## src/mic_params.svh

```systemverilog
`ifndef MIC_PARAMS_SVH
`define MIC_PARAMS_SVH

// program counter width seen by the core
`define MIC_PC_W 12
// register byte offsets (low address bits decoded)
`define MIC_ADDR_W 8
`define MIC_OFS_EDGE 8'h00
`define MIC_OFS_C0 8'h04
`define MIC_OFS_C1 8'h08
`define MIC_OFS_C2 8'h0c
`define MIC_OFS_TMR0 8'h10
`define MIC_OFS_TMR1 8'h14
`define MIC_OFS_TMR2 8'h18
`define MIC_OFS_TMR3 8'h1c
`define MIC_OFS_LVS 8'h20
// nibble layout of flag / enable fields
`define MIC_F_LSB 4
`define MIC_E_LSB 0
// edge select codes
`define MIC_EDGE_OFF 2'b00
`define MIC_EDGE_RISE 2'b01
`define MIC_EDGE_FALL 2'b10
`define MIC_EDGE_BOTH 2'b11
// source indices, ascending vector = descending priority
`define MIC_NSRC 11
`define MIC_SRC_EXTA 0
`define MIC_SRC_OVP 1
`define MIC_SRC_G0 2
`define MIC_SRC_G1 3
`define MIC_SRC_G2 4
`define MIC_SRC_G3 5
`define MIC_SRC_ADC 6
`define MIC_SRC_TB0 7
`define MIC_SRC_TB1 8
`define MIC_SRC_G4 9
`define MIC_SRC_EXTB 10
// vector of source i is (i + 1) * step
`define MIC_VEC_STEP 12'h004
// ahb constants
`define MIC_HTRANS_ACT 1
`define MIC_RST_BYTE 8'h00

`endif

```

## src/mic_pkg.sv

```systemverilog
`include "mic_params.svh"
`default_nettype none
package mic_pkg;
  typedef enum logic [1:0]
  {
    ST_RUN = 2'b01,
    ST_ENTRY = 2'b10
  } mic_state_t;

  // one-cycle entry / return actions towards the core
  typedef struct packed {
    logic push;
    logic [`MIC_PC_W-1:0] pushPc;
    logic load;
    logic [`MIC_PC_W-1:0] vector;
    logic pop;
  } mic_entry_t;
endpackage
`default_nettype wire

```

## src/mic_intc.sv

```systemverilog
// Implementation choices: the AHB-Lite register port and the register offsets.
`include "mic_params.svh"
`default_nettype none
module mic_intc
(
  input wire logic clk,
  input wire logic rst,
  input wire logic hsel,
  input wire logic [31:0] haddr,
  input wire logic [1:0] htrans,
  input wire logic hwrite,
  input wire logic [2:0] hsize,
  input wire logic [31:0] hwdata,
  input wire logic hready,
  output logic hreadyout,
  output logic hresp,
  output logic [31:0] hrdata,
  input wire logic extIrqPinA,
  input wire logic extIrqPinB,
  input wire logic overvoltageEvt,
  input wire logic conversionDoneEvt,
  input wire logic [1:0] timeBaseEvt,
  input wire logic [3:0] timerPeriodMatchEvt,
  input wire logic [3:0] timerCompareMatchEvt,
  input wire logic lowVoltageEvt,
  input wire logic stackFull,
  input wire logic [`MIC_PC_W-1:0] nextPc,
  input wire logic returnFromIrqInstr,
  input wire logic sleepMode,
  output mic_pkg::mic_entry_t entry,
  output logic wakeUp,
  output logic extPinAIrqMode,
  output logic extPinBIrqMode,
  output logic globalIrqEnable
);

  // ahb data phase tracking
  logic dpValid_r, dpWrite_r, rdDone_r, addrAccept, wrEn;
  logic [`MIC_ADDR_W-1:0] dpAddr_r;
  logic [31:0] hrdata_r, rdWord;
  logic [7:0] wrByte;
  logic [3:0] wrF, wrE;

  // interrupt state
  logic [`MIC_NSRC-1:0] topF_r, topE_r, topFWr, topEWr, topF_nxt;
  logic [`MIC_NSRC-1:0] topSet, topClr, pending, winOh;
  logic [3:0] winIdx, edgeSel_r, edgeWr, grpRise;
  logic [3:0] tmrPF_r, tmrAF_r, tmrPE_r, tmrAE_r;
  logic [3:0] tmrPFWr, tmrAFWr, tmrPEWr, tmrAEWr;
  logic [3:0] tmrPF_nxt, tmrAF_nxt;
  logic emi_r, emiWr, emi_nxt, c0Spare;
  logic lvF_r, lvE_r, lvFWr, lvEWr, lvF_nxt;
  logic pinA_r, pinB_r, hitA, hitB, takeNow, wakeUp_r;
  logic [1:0] tmrSpare;
  logic [2:0] lvSpare;
  logic [`MIC_NSRC+8:0] allOld, allNew;
  mic_pkg::mic_state_t state_r;
  mic_pkg::mic_entry_t entry_r, entry_nxt;

  // edge match for one pin under its select code
  function automatic logic edgeHit(
    input logic [1:0] sel,
    input logic cur,
    input logic prev
  );
    logic rise;
    logic fall;
    rise = cur & ~prev;
    fall = ~cur & prev;
    case (sel)
      `MIC_EDGE_RISE: edgeHit = rise;
      `MIC_EDGE_FALL: edgeHit = fall;
      `MIC_EDGE_BOTH: edgeHit = rise | fall;
      default: edgeHit = 1'b0;
    endcase
  endfunction

  // bus decode
  assign addrAccept = hsel & htrans[`MIC_HTRANS_ACT] & hready;
  assign wrEn = dpValid_r & dpWrite_r;
  assign wrByte = hwdata[7:0];
  assign wrF = wrByte[`MIC_F_LSB +: 4];
  assign wrE = wrByte[`MIC_E_LSB +: 4];
  assign hreadyout = ~(dpValid_r & ~dpWrite_r & ~rdDone_r);
  assign hresp = 1'b0;
  assign hrdata = hrdata_r;

  // register read mux; reserved bits read zero
  always_comb
  begin
    rdWord = 32'h0000_0000;
    case (dpAddr_r)
      `MIC_OFS_EDGE: rdWord[7:0] = {4'h0, edgeSel_r};
      `MIC_OFS_C0: rdWord[7:0] = {1'b0, topF_r[`MIC_SRC_G0],
        topF_r[`MIC_SRC_OVP], topF_r[`MIC_SRC_EXTA],
        topE_r[`MIC_SRC_G0], topE_r[`MIC_SRC_OVP],
        topE_r[`MIC_SRC_EXTA], emi_r};
      `MIC_OFS_C1: rdWord[7:0] = {topF_r[`MIC_SRC_G4],
        topF_r[`MIC_SRC_G3], topF_r[`MIC_SRC_G2],
        topF_r[`MIC_SRC_G1], topE_r[`MIC_SRC_G4],
        topE_r[`MIC_SRC_G3], topE_r[`MIC_SRC_G2],
        topE_r[`MIC_SRC_G1]};
      `MIC_OFS_C2: rdWord[7:0] = {topF_r[`MIC_SRC_EXTB],
        topF_r[`MIC_SRC_TB1], topF_r[`MIC_SRC_TB0],
        topF_r[`MIC_SRC_ADC], topE_r[`MIC_SRC_EXTB],
        topE_r[`MIC_SRC_TB1], topE_r[`MIC_SRC_TB0],
        topE_r[`MIC_SRC_ADC]};
      `MIC_OFS_TMR0: rdWord[7:0] = {2'b00, tmrAF_r[0], tmrPF_r[0],
        2'b00, tmrAE_r[0], tmrPE_r[0]};
      `MIC_OFS_TMR1: rdWord[7:0] = {2'b00, tmrAF_r[1], tmrPF_r[1],
        2'b00, tmrAE_r[1], tmrPE_r[1]};
      `MIC_OFS_TMR2: rdWord[7:0] = {2'b00, tmrAF_r[2], tmrPF_r[2],
        2'b00, tmrAE_r[2], tmrPE_r[2]};
      `MIC_OFS_TMR3: rdWord[7:0] = {2'b00, tmrAF_r[3], tmrPF_r[3],
        2'b00, tmrAE_r[3], tmrPE_r[3]};
      `MIC_OFS_LVS: rdWord[7:0] = {3'b000, lvF_r, 3'b000, lvE_r};
      default: rdWord = 32'h0000_0000;
    endcase
  end

  // software write view of every register field
  always_comb
  begin
    topFWr = topF_r;
    topEWr = topE_r;
    emiWr = emi_r;
    edgeWr = edgeSel_r;
    tmrPFWr = tmrPF_r;
    tmrAFWr = tmrAF_r;
    tmrPEWr = tmrPE_r;
    tmrAEWr = tmrAE_r;
    lvFWr = lvF_r;
    lvEWr = lvE_r;
    c0Spare = 1'b0;
    tmrSpare = 2'b00;
    lvSpare = 3'b000;
    if (wrEn)
    begin
      case (dpAddr_r)
        `MIC_OFS_EDGE: edgeWr = wrE;
        `MIC_OFS_C0:
        begin
          {c0Spare, topFWr[`MIC_SRC_G0], topFWr[`MIC_SRC_OVP],
            topFWr[`MIC_SRC_EXTA]} = wrF;
          {topEWr[`MIC_SRC_G0], topEWr[`MIC_SRC_OVP],
            topEWr[`MIC_SRC_EXTA], emiWr} = wrE;
        end
        `MIC_OFS_C1:
        begin
          {topFWr[`MIC_SRC_G4], topFWr[`MIC_SRC_G3],
            topFWr[`MIC_SRC_G2], topFWr[`MIC_SRC_G1]} = wrF;
          {topEWr[`MIC_SRC_G4], topEWr[`MIC_SRC_G3],
            topEWr[`MIC_SRC_G2], topEWr[`MIC_SRC_G1]} = wrE;
        end
        `MIC_OFS_C2:
        begin
          {topFWr[`MIC_SRC_EXTB], topFWr[`MIC_SRC_TB1],
            topFWr[`MIC_SRC_TB0], topFWr[`MIC_SRC_ADC]} = wrF;
          {topEWr[`MIC_SRC_EXTB], topEWr[`MIC_SRC_TB1],
            topEWr[`MIC_SRC_TB0], topEWr[`MIC_SRC_ADC]} = wrE;
        end
        `MIC_OFS_TMR0:
        begin
          {tmrSpare, tmrAFWr[0], tmrPFWr[0]} = wrF;
          {tmrSpare, tmrAEWr[0], tmrPEWr[0]} = wrE;
        end
        `MIC_OFS_TMR1:
        begin
          {tmrSpare, tmrAFWr[1], tmrPFWr[1]} = wrF;
          {tmrSpare, tmrAEWr[1], tmrPEWr[1]} = wrE;
        end
        `MIC_OFS_TMR2:
        begin
          {tmrSpare, tmrAFWr[2], tmrPFWr[2]} = wrF;
          {tmrSpare, tmrAEWr[2], tmrPEWr[2]} = wrE;
        end
        `MIC_OFS_TMR3:
        begin
          {tmrSpare, tmrAFWr[3], tmrPFWr[3]} = wrF;
          {tmrSpare, tmrAEWr[3], tmrPEWr[3]} = wrE;
        end
        `MIC_OFS_LVS:
        begin
          {lvSpare, lvFWr} = wrF;
          {lvSpare, lvEWr} = wrE;
        end
        default: c0Spare = 1'b0;
      endcase
    end
  end

  // external pins act only while their enable is set
  assign hitA = topE_r[`MIC_SRC_EXTA] &
    edgeHit(edgeSel_r[1:0], extIrqPinA, pinA_r);
  assign hitB = topE_r[`MIC_SRC_EXTB] &
    edgeHit(edgeSel_r[3:2], extIrqPinB, pinB_r);
  assign extPinAIrqMode = topE_r[`MIC_SRC_EXTA];
  assign extPinBIrqMode = topE_r[`MIC_SRC_EXTB];

  // member flags: events win over software writes
  assign tmrPF_nxt = tmrPFWr | timerPeriodMatchEvt;
  assign tmrAF_nxt = tmrAFWr | timerCompareMatchEvt;
  assign lvF_nxt = lvFWr | lowVoltageEvt;

  // group flag sets on an enabled member flag rising
  assign grpRise = ((tmrPF_nxt & ~tmrPF_r) & tmrPE_r) |
    ((tmrAF_nxt & ~tmrAF_r) & tmrAE_r);

  // hardware sets of top-level flags
  always_comb
  begin
    topSet = '0;
    topSet[`MIC_SRC_EXTA] = hitA;
    topSet[`MIC_SRC_EXTB] = hitB;
    topSet[`MIC_SRC_OVP] = overvoltageEvt;
    topSet[`MIC_SRC_ADC] = conversionDoneEvt;
    topSet[`MIC_SRC_TB0] = timeBaseEvt[0];
    topSet[`MIC_SRC_TB1] = timeBaseEvt[1];
    topSet[`MIC_SRC_G0] = grpRise[0];
    topSet[`MIC_SRC_G1] = grpRise[1];
    topSet[`MIC_SRC_G2] = grpRise[2];
    topSet[`MIC_SRC_G3] = grpRise[3];
    topSet[`MIC_SRC_G4] = lvF_nxt & ~lvF_r & lvE_r;
  end

  // pending requests need flag and own enable
  assign pending = topF_r & topE_r;

  // fixed priority: lowest index wins
  always_comb
  begin
    winOh = '0;
    winIdx = 4'h0;
    for (int i = `MIC_NSRC - 1; i >= 0; i--)
    begin
      if (pending[i])
      begin
        winOh = '0;
        winOh[i] = 1'b1;
        winIdx = 4'(i);
      end
    end
  end

  // entry allowed only with global enable and room on the stack
  assign takeNow = emi_r & ~stackFull & (|pending) &
    (state_r == mic_pkg::ST_RUN);

  // service clears the winning top-level flag only
  assign topClr = takeNow ? winOh : '0;
  assign topF_nxt = (topFWr & ~topClr) | topSet;

  // global enable: entry clears, return-from-irq sets
  always_comb
  begin
    emi_nxt = emiWr;
    if (returnFromIrqInstr)
      emi_nxt = 1'b1;
    if (takeNow)
      emi_nxt = 1'b0;
  end

  // one-cycle actions towards the core
  always_comb
  begin
    entry_nxt = '0;
    entry_nxt.pop = returnFromIrqInstr;
    if (takeNow)
    begin
      entry_nxt.push = 1'b1;
      entry_nxt.pushPc = nextPc;
      entry_nxt.load = 1'b1;
      entry_nxt.vector = `MIC_PC_W'((winIdx + 4'h1) *
        `MIC_VEC_STEP);
    end
  end

  // wake-up on any flag rising, independent of enables
  assign allOld = {topF_r, tmrPF_r, tmrAF_r, lvF_r};
  assign allNew = {topF_nxt, tmrPF_nxt, tmrAF_nxt, lvF_nxt};
  assign wakeUp = wakeUp_r;
  assign entry = entry_r;
  assign globalIrqEnable = emi_r;

  // bus state
  always_ff @(posedge clk)
  begin
    if (rst)
    begin
      dpValid_r <= 1'b0;
      dpWrite_r <= 1'b0;
      dpAddr_r <= '0;
      rdDone_r <= 1'b0;
      hrdata_r <= 32'h0000_0000;
    end
    else
    begin
      if (hreadyout)
      begin
        dpValid_r <= addrAccept;
        dpWrite_r <= hwrite;
        dpAddr_r <= haddr[`MIC_ADDR_W-1:0];
      end
      rdDone_r <= dpValid_r & ~dpWrite_r & ~rdDone_r;
      if (dpValid_r & ~dpWrite_r & ~rdDone_r)
        hrdata_r <= rdWord;
    end
  end

  // interrupt registers
  always_ff @(posedge clk)
  begin
    if (rst)
    begin
      topF_r <= '0;
      topE_r <= '0;
      emi_r <= 1'b0;
      edgeSel_r <= {2{`MIC_EDGE_OFF}};
      tmrPF_r <= '0;
      tmrAF_r <= '0;
      tmrPE_r <= '0;
      tmrAE_r <= '0;
      lvF_r <= 1'b0;
      lvE_r <= 1'b0;
    end
    else
    begin
      topF_r <= topF_nxt;
      topE_r <= topEWr;
      emi_r <= emi_nxt;
      edgeSel_r <= edgeWr;
      tmrPF_r <= tmrPF_nxt;
      tmrAF_r <= tmrAF_nxt;
      tmrPE_r <= tmrPEWr;
      tmrAE_r <= tmrAEWr;
      lvF_r <= lvF_nxt;
      lvE_r <= lvEWr;
    end
  end

  // pin history, sequencer and core outputs
  always_ff @(posedge clk)
  begin
    if (rst)
    begin
      pinA_r <= 1'b0;
      pinB_r <= 1'b0;
      state_r <= mic_pkg::ST_RUN;
      entry_r <= '0;
      wakeUp_r <= 1'b0;
    end
    else
    begin
      pinA_r <= extIrqPinA;
      pinB_r <= extIrqPinB;
      entry_r <= entry_nxt;
      wakeUp_r <= sleepMode & (|(allNew & ~allOld));
      case (state_r)
        mic_pkg::ST_RUN:
          state_r <= takeNow ? mic_pkg::ST_ENTRY : mic_pkg::ST_RUN;
        mic_pkg::ST_ENTRY:
          state_r <= mic_pkg::ST_RUN;
        default:
          state_r <= mic_pkg::ST_RUN;
      endcase
    end
  end

endmodule
`default_nettype wire

```

## config.mk

```make
export PLATFORM = sky130hd
export DESIGN_NAME = mic_intc
export DESIGN_NICKNAME = d
export VERILOG_FILES = /design/src/mic_pkg.sv /design/src/mic_intc.sv
export VERILOG_INCLUDE_DIRS = /design/src
export SDC_FILE = /design/constraint.sdc
export NUM_CORES = 1
export LEC_CHECK = 0
export ABC_AREA = 1
export BUFFER_PORTS_ARGS = -buffer_cell sky130_fd_sc_hd__buf_2
export CORE_MARGIN = 4
export CORE_UTILIZATION = 50
export CTS_CLUSTER_SIZE = 25
export DETAILED_ROUTE_END_ITERATION = 10
export GPL_TIMING_DRIVEN = 0
export PLACE_DENSITY = 0.91
export SKIP_LAST_GASP = 1
export SLEW_MARGIN = 10
export SYNTH_ARGS = -nofsm -noshare
export SYNTH_HDL_FRONTEND = slang
export SYNTH_SLANG_ARGS = --single-unit
```

## constraint.sdc

```tcl
create_clock -name clk -period 2.05 [get_ports clk]
set_input_delay 0.205 -clock clk [delete_from_list [all_inputs] [get_ports clk]]
set_output_delay 0.205 -clock clk [all_outputs]
set_load 0.01 [all_outputs]
```

==> metrics.md, run 1 <==
| Metric | Value |
|---|---|
| Sw Pwr | `912 uW` |
| CTS tree | `done` |
| Combinational power share | `11.4%` |
| Internal | `2880 uW` |
| Layout cells sized above 1 | `24.9%` |
| Hold_buf cts | `0` |
| EDFF count, synth | `0` |
| FF-to-FF path depth | `13` |
| Leakage | `around 0.003 uW` |
| Hold Startpoint | `nextPc[2]` |
| Post-place setup slack | `69.8 ps` |
| Final core utilization | `64.6%` |
| Vert. Die Dim | `roughly 100 um` |
| Initial Util | `between 50% and 60%` |
| Synth Register Bits | `88` |
| Per-cell routed wire length | `around 14 um` |
| Setup Crit Path Kind | `flop to flop` |
| Final Cycle Share | `98.2%` |
| ANT cells | `0` |
| Syn Inst Count | `around 680` |
| Clock tree root driver cell | `clkbuf_8` |
| Run status | `complete, no violations` |
| Area of all sequential standard cells | `0.00177 mm2` |
| Core area | `0.00889 mm2` |
| Slew Limit Fails | `0` |
| Reg clk slew, reported paths | `90 ps` |
| Reg2reg end | `wakeUp` |
| Post-Syn Area | `roughly 0.0047 mm2` |
| Primary FF master, synth | `dfxtp_1` |
| Fillers | `736` |
| Synth Warn # | `0` |
| Peak supply drop | `approximately 0.38 mV` |
| First-pass GRT wire length | `19.9 mm` |
| CP startpoint kind | `flop` |
| Die ar. | `roughly 0.011 mm2` |
| Hold path endpoint | `entry[16]` |
| Nets | `about 920` |
| Total I/O pin count | `169` |
| Layer carrying the most global-route usage | `met2` |
| Async set-or-reset flop fraction in the synthesized netlist | `0%` |
| Chip width | `104 um` |
| Clock latency on the worst-skew pair | `360 ps` |
| Met1 usage | `27.3%` |
| Fin Clk Skew | `7.78 ps` |
| Vias in the first global route | `4273` |
| Post-route DRC | `0` |
| PwrDens | `660 mW/mm2` |
| Endpoints failing setup | `0` |
| Leading post-synthesis cells by cell area | `dfxtp_1, nand2_1, inv_1, nor2_1, buf_4` |
| Initial antenna violation count | `0` |
| CP peak stage delay | `340 ps` |
| TritonRoute pass-1 iters | `6` |
| Area growth syn-to-layout | `23.5%` |
| Port Buffers | `82` |
| Critical Path End Type | `flop` |
| Hold Crit Class | `primary input to flop` |
| Crit-path max FO | `10` |
| DRT iter0 DRCs | `528` |
| Synth cell types | `37` |
| Pin count of the biggest net entering global routing | `15` |
| Clock sink total | `88` |
| Avg Cell Area, Syn | `6.88 um2` |
| ANT nets after route | `0` |
| Num CTS Buffers | `9` |
| Worst-path cell chain | `nor2_4, nand3_1, nor2_4, nand2_1, buf_6, nand2_1, o21ai_1, o21ai_0, nand3_1, nand2_1, nand3_1, nor2_2, nor2_1` |
| Worst-margin pin slew | `698 ps` |
| Count of final hold-check violations | `0` |
| Min Tclk post-route | `2010 ps` |
| RSZ-0062 raised after global routing | `yes` |
| Worst relative slew slack | `53.5%` |
| Met2 usage | `about 37%` |
| Hold depth | `3` |
| Reg power frac | `47.0%` |
| Sequential element share of the synthesized area | `between 30% and 40%` |
| GR Layer Usage met3 | `5.09%` |
| CP arrival | `2270 ps` |
| H-tree depth | `3` |
| Sw Share | `between 20% and 30%` |
| Gpl congestion | `0.939` |
| Register-to-Register Setup Slack | `40 ps` |
| Detailed Route WL | `about 13 mm` |
| MaxCap Viol Count | `0` |
| GRT Total Usage | `22.2%` |
| Post-DP HPWL | `between 9 and 10 mm` |
| Multi-input gate area | `0.00227 mm2` |
| Hold_ws | `50.1 ps` |
| Synth top area share | `37.9%` |
| Vias/cell | `around 5.1` |
| Clock network fraction of design power | `between 40% and 50%` |
| Final worst-path setup slack | `36.3 ps` |
| Dominant cell type by area after synthesis | `dfxtp_1` |
| Reg2reg start | `dpAddr_r[1]` |
| Row count | `34` |
| FMAX | `497 MHz` |
| Slowest stage cell on the critical path | `dfxtp_1` |
| Clock Path Buffers | `2` |
| CP Data Required Time | `2300 ps` |
| GRT Residual Overflow | `0` |
| Via count | `4727` |
| Tot Pwr | `3790 uW` |
==> metrics by stage <==
step | TNS, ps | cells | area [um2]
2_1_floorplan | 0 | 708 | 4770
3_3_place_gp | 0 | 898 | 5320
3_5_place_dp | 0 | 898 | 5320
4_1_cts | 0 | 913 | 5580
5_1_grt | -81.7 | 927 | 5740
6_report | 0 | 927 | 5740
==> power by group through the flow <==
stage | sequential, uW | clock (uW) | combinational [uW]
2_1_floorplan | 1810 | 0 | 283
3_3_place_gp | 1820 | 0 | 394
3_5_place_dp | 1820 | 0 | 399
4_1_cts | 1780 | 1580 | 402
5_1_grt | 1790 | 1640 | 480
6_report | 1780 | 1580 | 430
==> cell families (layout without fill, tap and decap cells) <==
logic type               count (synthesis)  in the layout  share of synthesized area (%)
flip-flops                              88             88                           37.9
AND/OR/NAND/NOR                        308            308                           31.2
AO/OA/AOI/OAI                          107            107                           12.8
XOR/XNOR                                 1              1                          0.188
adder cells (fa/ha/maj)                  5              5                           1.34
buffers and inverters                  166            277                           16.5
other                                    1             33                         0.0806
==> how the worst max path moves through the flow <==
stage	start	endpoint	slack (ps)	cells past startpoint
finish	dpAddr_r[1]	wakeUp	40	13
global route	dpAddr_r[1]	wakeUp	-80	13
CTS	dpAddr_r[7]	wakeUp	20	13
detailed placement	dpAddr_r[7]	wakeUp	70	13
global placement	dpAddr_r[7]	wakeUp	110	13
floorplan	dpAddr_r[7]	wakeUp	450	15
==> registers in the layout, indices dropped and copies added, names as in the netlist, 8 cells and up <==
register,count
dpAddr_r,8
entry,19
topF_r,11
topE_r,11
hrdata,8
==> routing by layer <==
metal	vias up	part of all wire, %
met3	54	11
met5	-	0
met1	2071	38
met4	0	3.8
li1	2325	-
met2	277	47
==> placed cells by master, fill, tap and decap left out, types with 2 or more instances in the layout <==
cell type,netlist,layout
a221oi_1,3,3
o21ai_0,37,37
dfxtp_1,88,86
clkinv_1,2,2
clkbuf_8,0,10
clkbuf_1,11,11
nand4_1,4,4
ha_1,5,5
nand3_1,42,42
buf_4,34,46
nand2_1,145,143
bufinv_16,0,4
nand3_2,7,7
inv_1,112,111
o22ai_1,9,9
a21oi_1,43,43
nor2_1,75,70
inv_2,3,4
conb_1,1,33
nor2_8,2,2
nand3b_1,2,2
o2111ai_1,2,2
o21ai_1,5,5
buf_6,2,3
nand2_4,5,6
o21ai_2,2,2
buf_2,2,84
nor2_4,9,10
nand2_2,10,11
nor2_2,4,8
==> what timing repair did <==
| action | in CTS | in global routing |
|---|---|---|
| gates resized for setup | 0 | 15 |
| setup buffers | 0 | 14 |
| endpoints found under the setup margin | 0 | 3 |
==> critical path: cells and delay by family, from the launching register on <==
family                 cells  cell delay (ps)
buffers and inverters      1              170
AOI/OAI and AO/OA          2              160
and+or+nand+nor           10             1230
DFF                        1              340
==> cells in the mapped netlist (4+ instances only) <==
master      n
nand2_1   145
nand2_4     5
inv_1     112
o21ai_1     5
o22ai_1     9
nand4_1     4
a21oi_1    43
o21ai_0    37
clkbuf_1   11
nor2_2      4
nand3_1    42
nor2_1     75
dfxtp_1    88
nand2_2    10
buf_4      34
nor2_4      9
ha_1        5
nand3_2     7
==> cell type report <==
class | instances | share of cell area [%]
clock inverters | 5 | 2.24
well taps | 108 | 2.35
multi-input cells | 454 | 39.6
flip-flops and latches | 88 | 30.8
repair buffers | 96 | 9.19
plain buffers | 49 | 5.80
inverters | 117 | 7.65
clock buffers | 10 | 2.40
Note: power is estimated with default switching activity, not from simulation.
==> run 2: changes to the inputs <==
Settings changed: ABC_AREA 1 to unset.
==> metrics.md, run 2 <==
| Metric | Value |
|---|---|
| Post-route DRC | `0 (unchanged)` |
| Fin Clk Skew | `22.1 ps (+14.3 ps)` |
| Register-to-Register Setup Slack | `-20 ps (-60 ps)` |
| Num CTS Buffers | `9 (unchanged)` |
| Post-Syn Area | `0.00449 mm2 (-3.5%)` |
| Vert. Die Dim | `103 um (-1.6%)` |
| Reg2reg start | `dpAddr_r[7]` |
| Run status | `finished with violations` |
| Gpl congestion | `0.999 (+6.4%)` |
| Reg2reg end | `wakeUp` |
| Leakage | `0.00253 uW (-18%)` |
| Final worst-path setup slack | `-23.5 ps (-59.8 ps)` |
| Slowest stage cell on the critical path | `or4_4` |
| Hold Crit Class | `primary input to flop` |
| Layout cells sized above 1 | `29.8% (+4.8 points)` |
| Final core utilization | `64.3% (-0.29 points)` |
| CP peak stage delay | `530 ps (+190 ps)` |
| Sequential element share of the synthesized area | `39.2% (+1.4 points)` |
| PwrDens | `619 mW/mm2 (-6.2%)` |
| Synth cell types | `62 (+68%)` |
| Setup crit end | `wakeUp` |
| Detailed Route WL | `14.9 mm (+17%)` |
| Slew Limit Fails | `0 (unchanged)` |
| Most frequent cell after synthesis | `nand2_1` |
| Synth Register Bits | `88 (unchanged)` |
| GRT Residual Overflow | `0 (unchanged)` |
| Clock Path Buffers | `2 (unchanged)` |
| CP most frequent cell | `a311oi_1` |
| Synth top area share | `39.2% (+1.4 points)` |
| EDFF count, synth | `0 (unchanged)` |
| GRT Total Usage | `27.2% (+5.0 points)` |
| Worst-path cell chain | `nor3_4, nand3_2, or4_4, o21ai_1, a311oi_1, nor4b_2, a311oi_1` |
| Final Cycle Share | `101% (+2.9 points)` |
| Initial antenna violation count | `1 (+1)` |
| CTS tree | `done` |
| Pin count of the biggest net entering global routing | `20 (+5)` |
| Crit path from | `dpAddr_r[7]` |
| CP startpoint kind | `flop` |
| Die ar. | `0.0106 mm2 (-3.2%)` |
| Per-cell routed wire length | `18.5 um (+34%)` |
| First-pass GRT wire length | `21.7 mm (+8.8%)` |
| CP arrival | `2350 ps (+80 ps)` |
| Initial Util | `51.5% (-0.83 points)` |
| Primary FF master, synth | `dfxtp_1` |
| Nets | `803 (-13%)` |
| FMAX | `482 MHz (-2.9%)` |
| Vias/cell | `5.74 (+13%)` |
| Post-DP HPWL | `11.1 mm (+16%)` |
| Vias in the first global route | `4175 (-2.3%)` |
| Count of final hold-check violations | `0 (unchanged)` |
| Crit-path max FO | `5 (-5)` |
| ANT nets after route | `0 (unchanged)` |
| Port Buffers | `80 (-2.4%)` |
| Critical Path End Type | `flop` |
| Worst-margin pin slew | `808 ps (+110 ps)` |
| Failing checks | `setup timing` |
| Reg clk slew, reported paths | `120 ps (+30 ps)` |
| Total I/O pin count | `169 (unchanged)` |
| Worst relative slew slack | `46.1% (-7.3 points)` |
| TritonRoute pass-1 iters | `8 (+2)` |
| Synth Warn # | `0 (unchanged)` |
| Core area | `0.00872 mm2 (-1.9%)` |
| Number of flip-flops under the largest register name | `19 (unchanged)` |
| Clock latency on the worst-skew pair | `390 ps (+30 ps)` |
| MaxCap Viol Count | `0 (unchanged)` |
| ANT cells | `0 (unchanged)` |
| DRT iter0 DRCs | `450 (-15%)` |
| Fin Setup TNS | `-23.5 ps (-23.5 ps)` |
| Async set-or-reset flop fraction in the synthesized netlist | `0% (unchanged)` |
| Clock tree root driver cell | `clkbuf_8` |
| Row count | `34 (unchanged)` |
| Via count | `4634 (-2.0%)` |
| Most frequent cells in the layout | `nand2_1, buf_2, dfxtp_1, a21oi_1, buf_4` |
| Setup Crit Path Kind | `flop to flop` |
| Synth cell count leaders | `nand2_1, dfxtp_1, a21oi_1` |
| RSZ-0062 raised after global routing | `yes` |
| Endpoints failing setup | `1 (+1)` |
| Avg Cell Area, Syn | `8.06 um2 (+17%)` |
| Leading post-synthesis cells by cell area | `dfxtp_1, nand2_1, a21oi_1, buf_4, mux2i_1` |
| Chip width | `103 um (-1.6%)` |
| FF-to-FF path depth | `7 (-6)` |
| Min Tclk post-route | `2070 ps (+59.8 ps)` |
| Area growth syn-to-layout | `24.9%` |
| Syn Inst Count | `557 (-18%)` |
| Most common cell after layout, fill and taps aside | `nand2_1` |
| CP Data Required Time | `2320 ps (+20 ps)` |
| H-tree depth | `3 (unchanged)` |
| Clock sink total | `88 (unchanged)` |
| Dominant cell type by area after synthesis | `dfxtp_1` |
| Peak supply drop | `0.411 mV (+8.7%)` |
| Hold depth | `2 (-1)` |
run 2: changes by cell type in the layout (fill, tap and decap cells not counted), sizes merged, moves of 6 or more:
cell    before  now
a21oi       43   67
a222oi       0    6
a22o         0    7
a22oi        0   21
and2         0   18
inv        115   35
mux2i        0   17
nand2      160   92
nand3       49   31
nor2        90   34
nor2b        0    8
nor3         2   10
o21ai       44    6
run 2: area by class of cell:
type / instances / area, um2
plain buffers: 60 / 402
clock buffers: 9 / 124
clock inverters: 7 / 76.3
repair buffers: 95 / 513
well taps: 108 / 135
multi-input cells: 411 / 2480
fillers: 769 / 3110
flip-flops and latches: 88 / 1770
inverters: 29 / 109
run 2: what timing repair did:
item,4_1_cts,5_1_grt
gates resized for setup,24,28
setup endpoints to repair,21,55
gates cloned,0,0
pin swaps,7,9
buffers inserted,7,8
hold buffers,0,0
run 2: report_power, final:
| part | internal (uW) | total [uW] | leakage [uW] | switching (uW) |
|---|---|---|---|---|
| clock network | 490 | 1250 | 0.000103 | 764 |
| registers | 1750 | 1800 | 0.000719 | 55.0 |
| logic | 173 | 412 | 0.00170 | 239 |
| total | 2410 | 3470 | 0.00253 | 1060 |
run 2: worst max-delay path: cells and delay by family (launching register included):
kind	cells	cell delay [ps]
compound gates	3	390
simple gates	4	1200
flops	1	380
run 2: stage by stage:
step                      area [um2]  std cells  hold WS [ps]  power, uW  worst slack, ps
final                           5610        807          7.51       3470            -23.5
after detailed placement        5150        777           409       2210             -376
after global routing            5610        807          7.13       3580             -137
after floorplan                 4610        589           317       2070              232
after CTS                       5490        799         0.687       3440            -78.7
after global placement          5150        777           404       2200             -390
run 2: worst min path at each step:
stage / end / start / slack (ps)
finish: entry[24] / nextPc[10] / 8
global route: entry[18] / nextPc[4] / 7
CTS: entry[18] / nextPc[4] / 0.7
detailed placement: entry[15] / nextPc[1] / 410
global placement: entry[17] / nextPc[3] / 400
floorplan: wakeUp / sleepMode / 320
run 2: kinds of logic after synthesis:
| group | share of synthesized area (%) |
|---|---|
| flip-flops | 39.2 |
| XOR/XNOR | 0.195 |
| other | 0.0835 |
| multiplexers | 4.04 |
| AND/OR/NAND/NOR | 24.2 |
| AO/OA/AOI/OAI | 19.8 |
| adder cells (fa/ha/maj) | 1.39 |
| buffers and inverters | 11.1 |
run 2: per-layer routing:
layer | part of all wire, % | vias up | track usage, %
met3 | 11 | 49 | 5.89
met4 | 3.2 | 0 | 10.5
li1 | - | 2162 | -
met5 | 0 | - | 0
met1 | 40 | 2129 | 36.5
met2 | 46 | 294 | 42.9
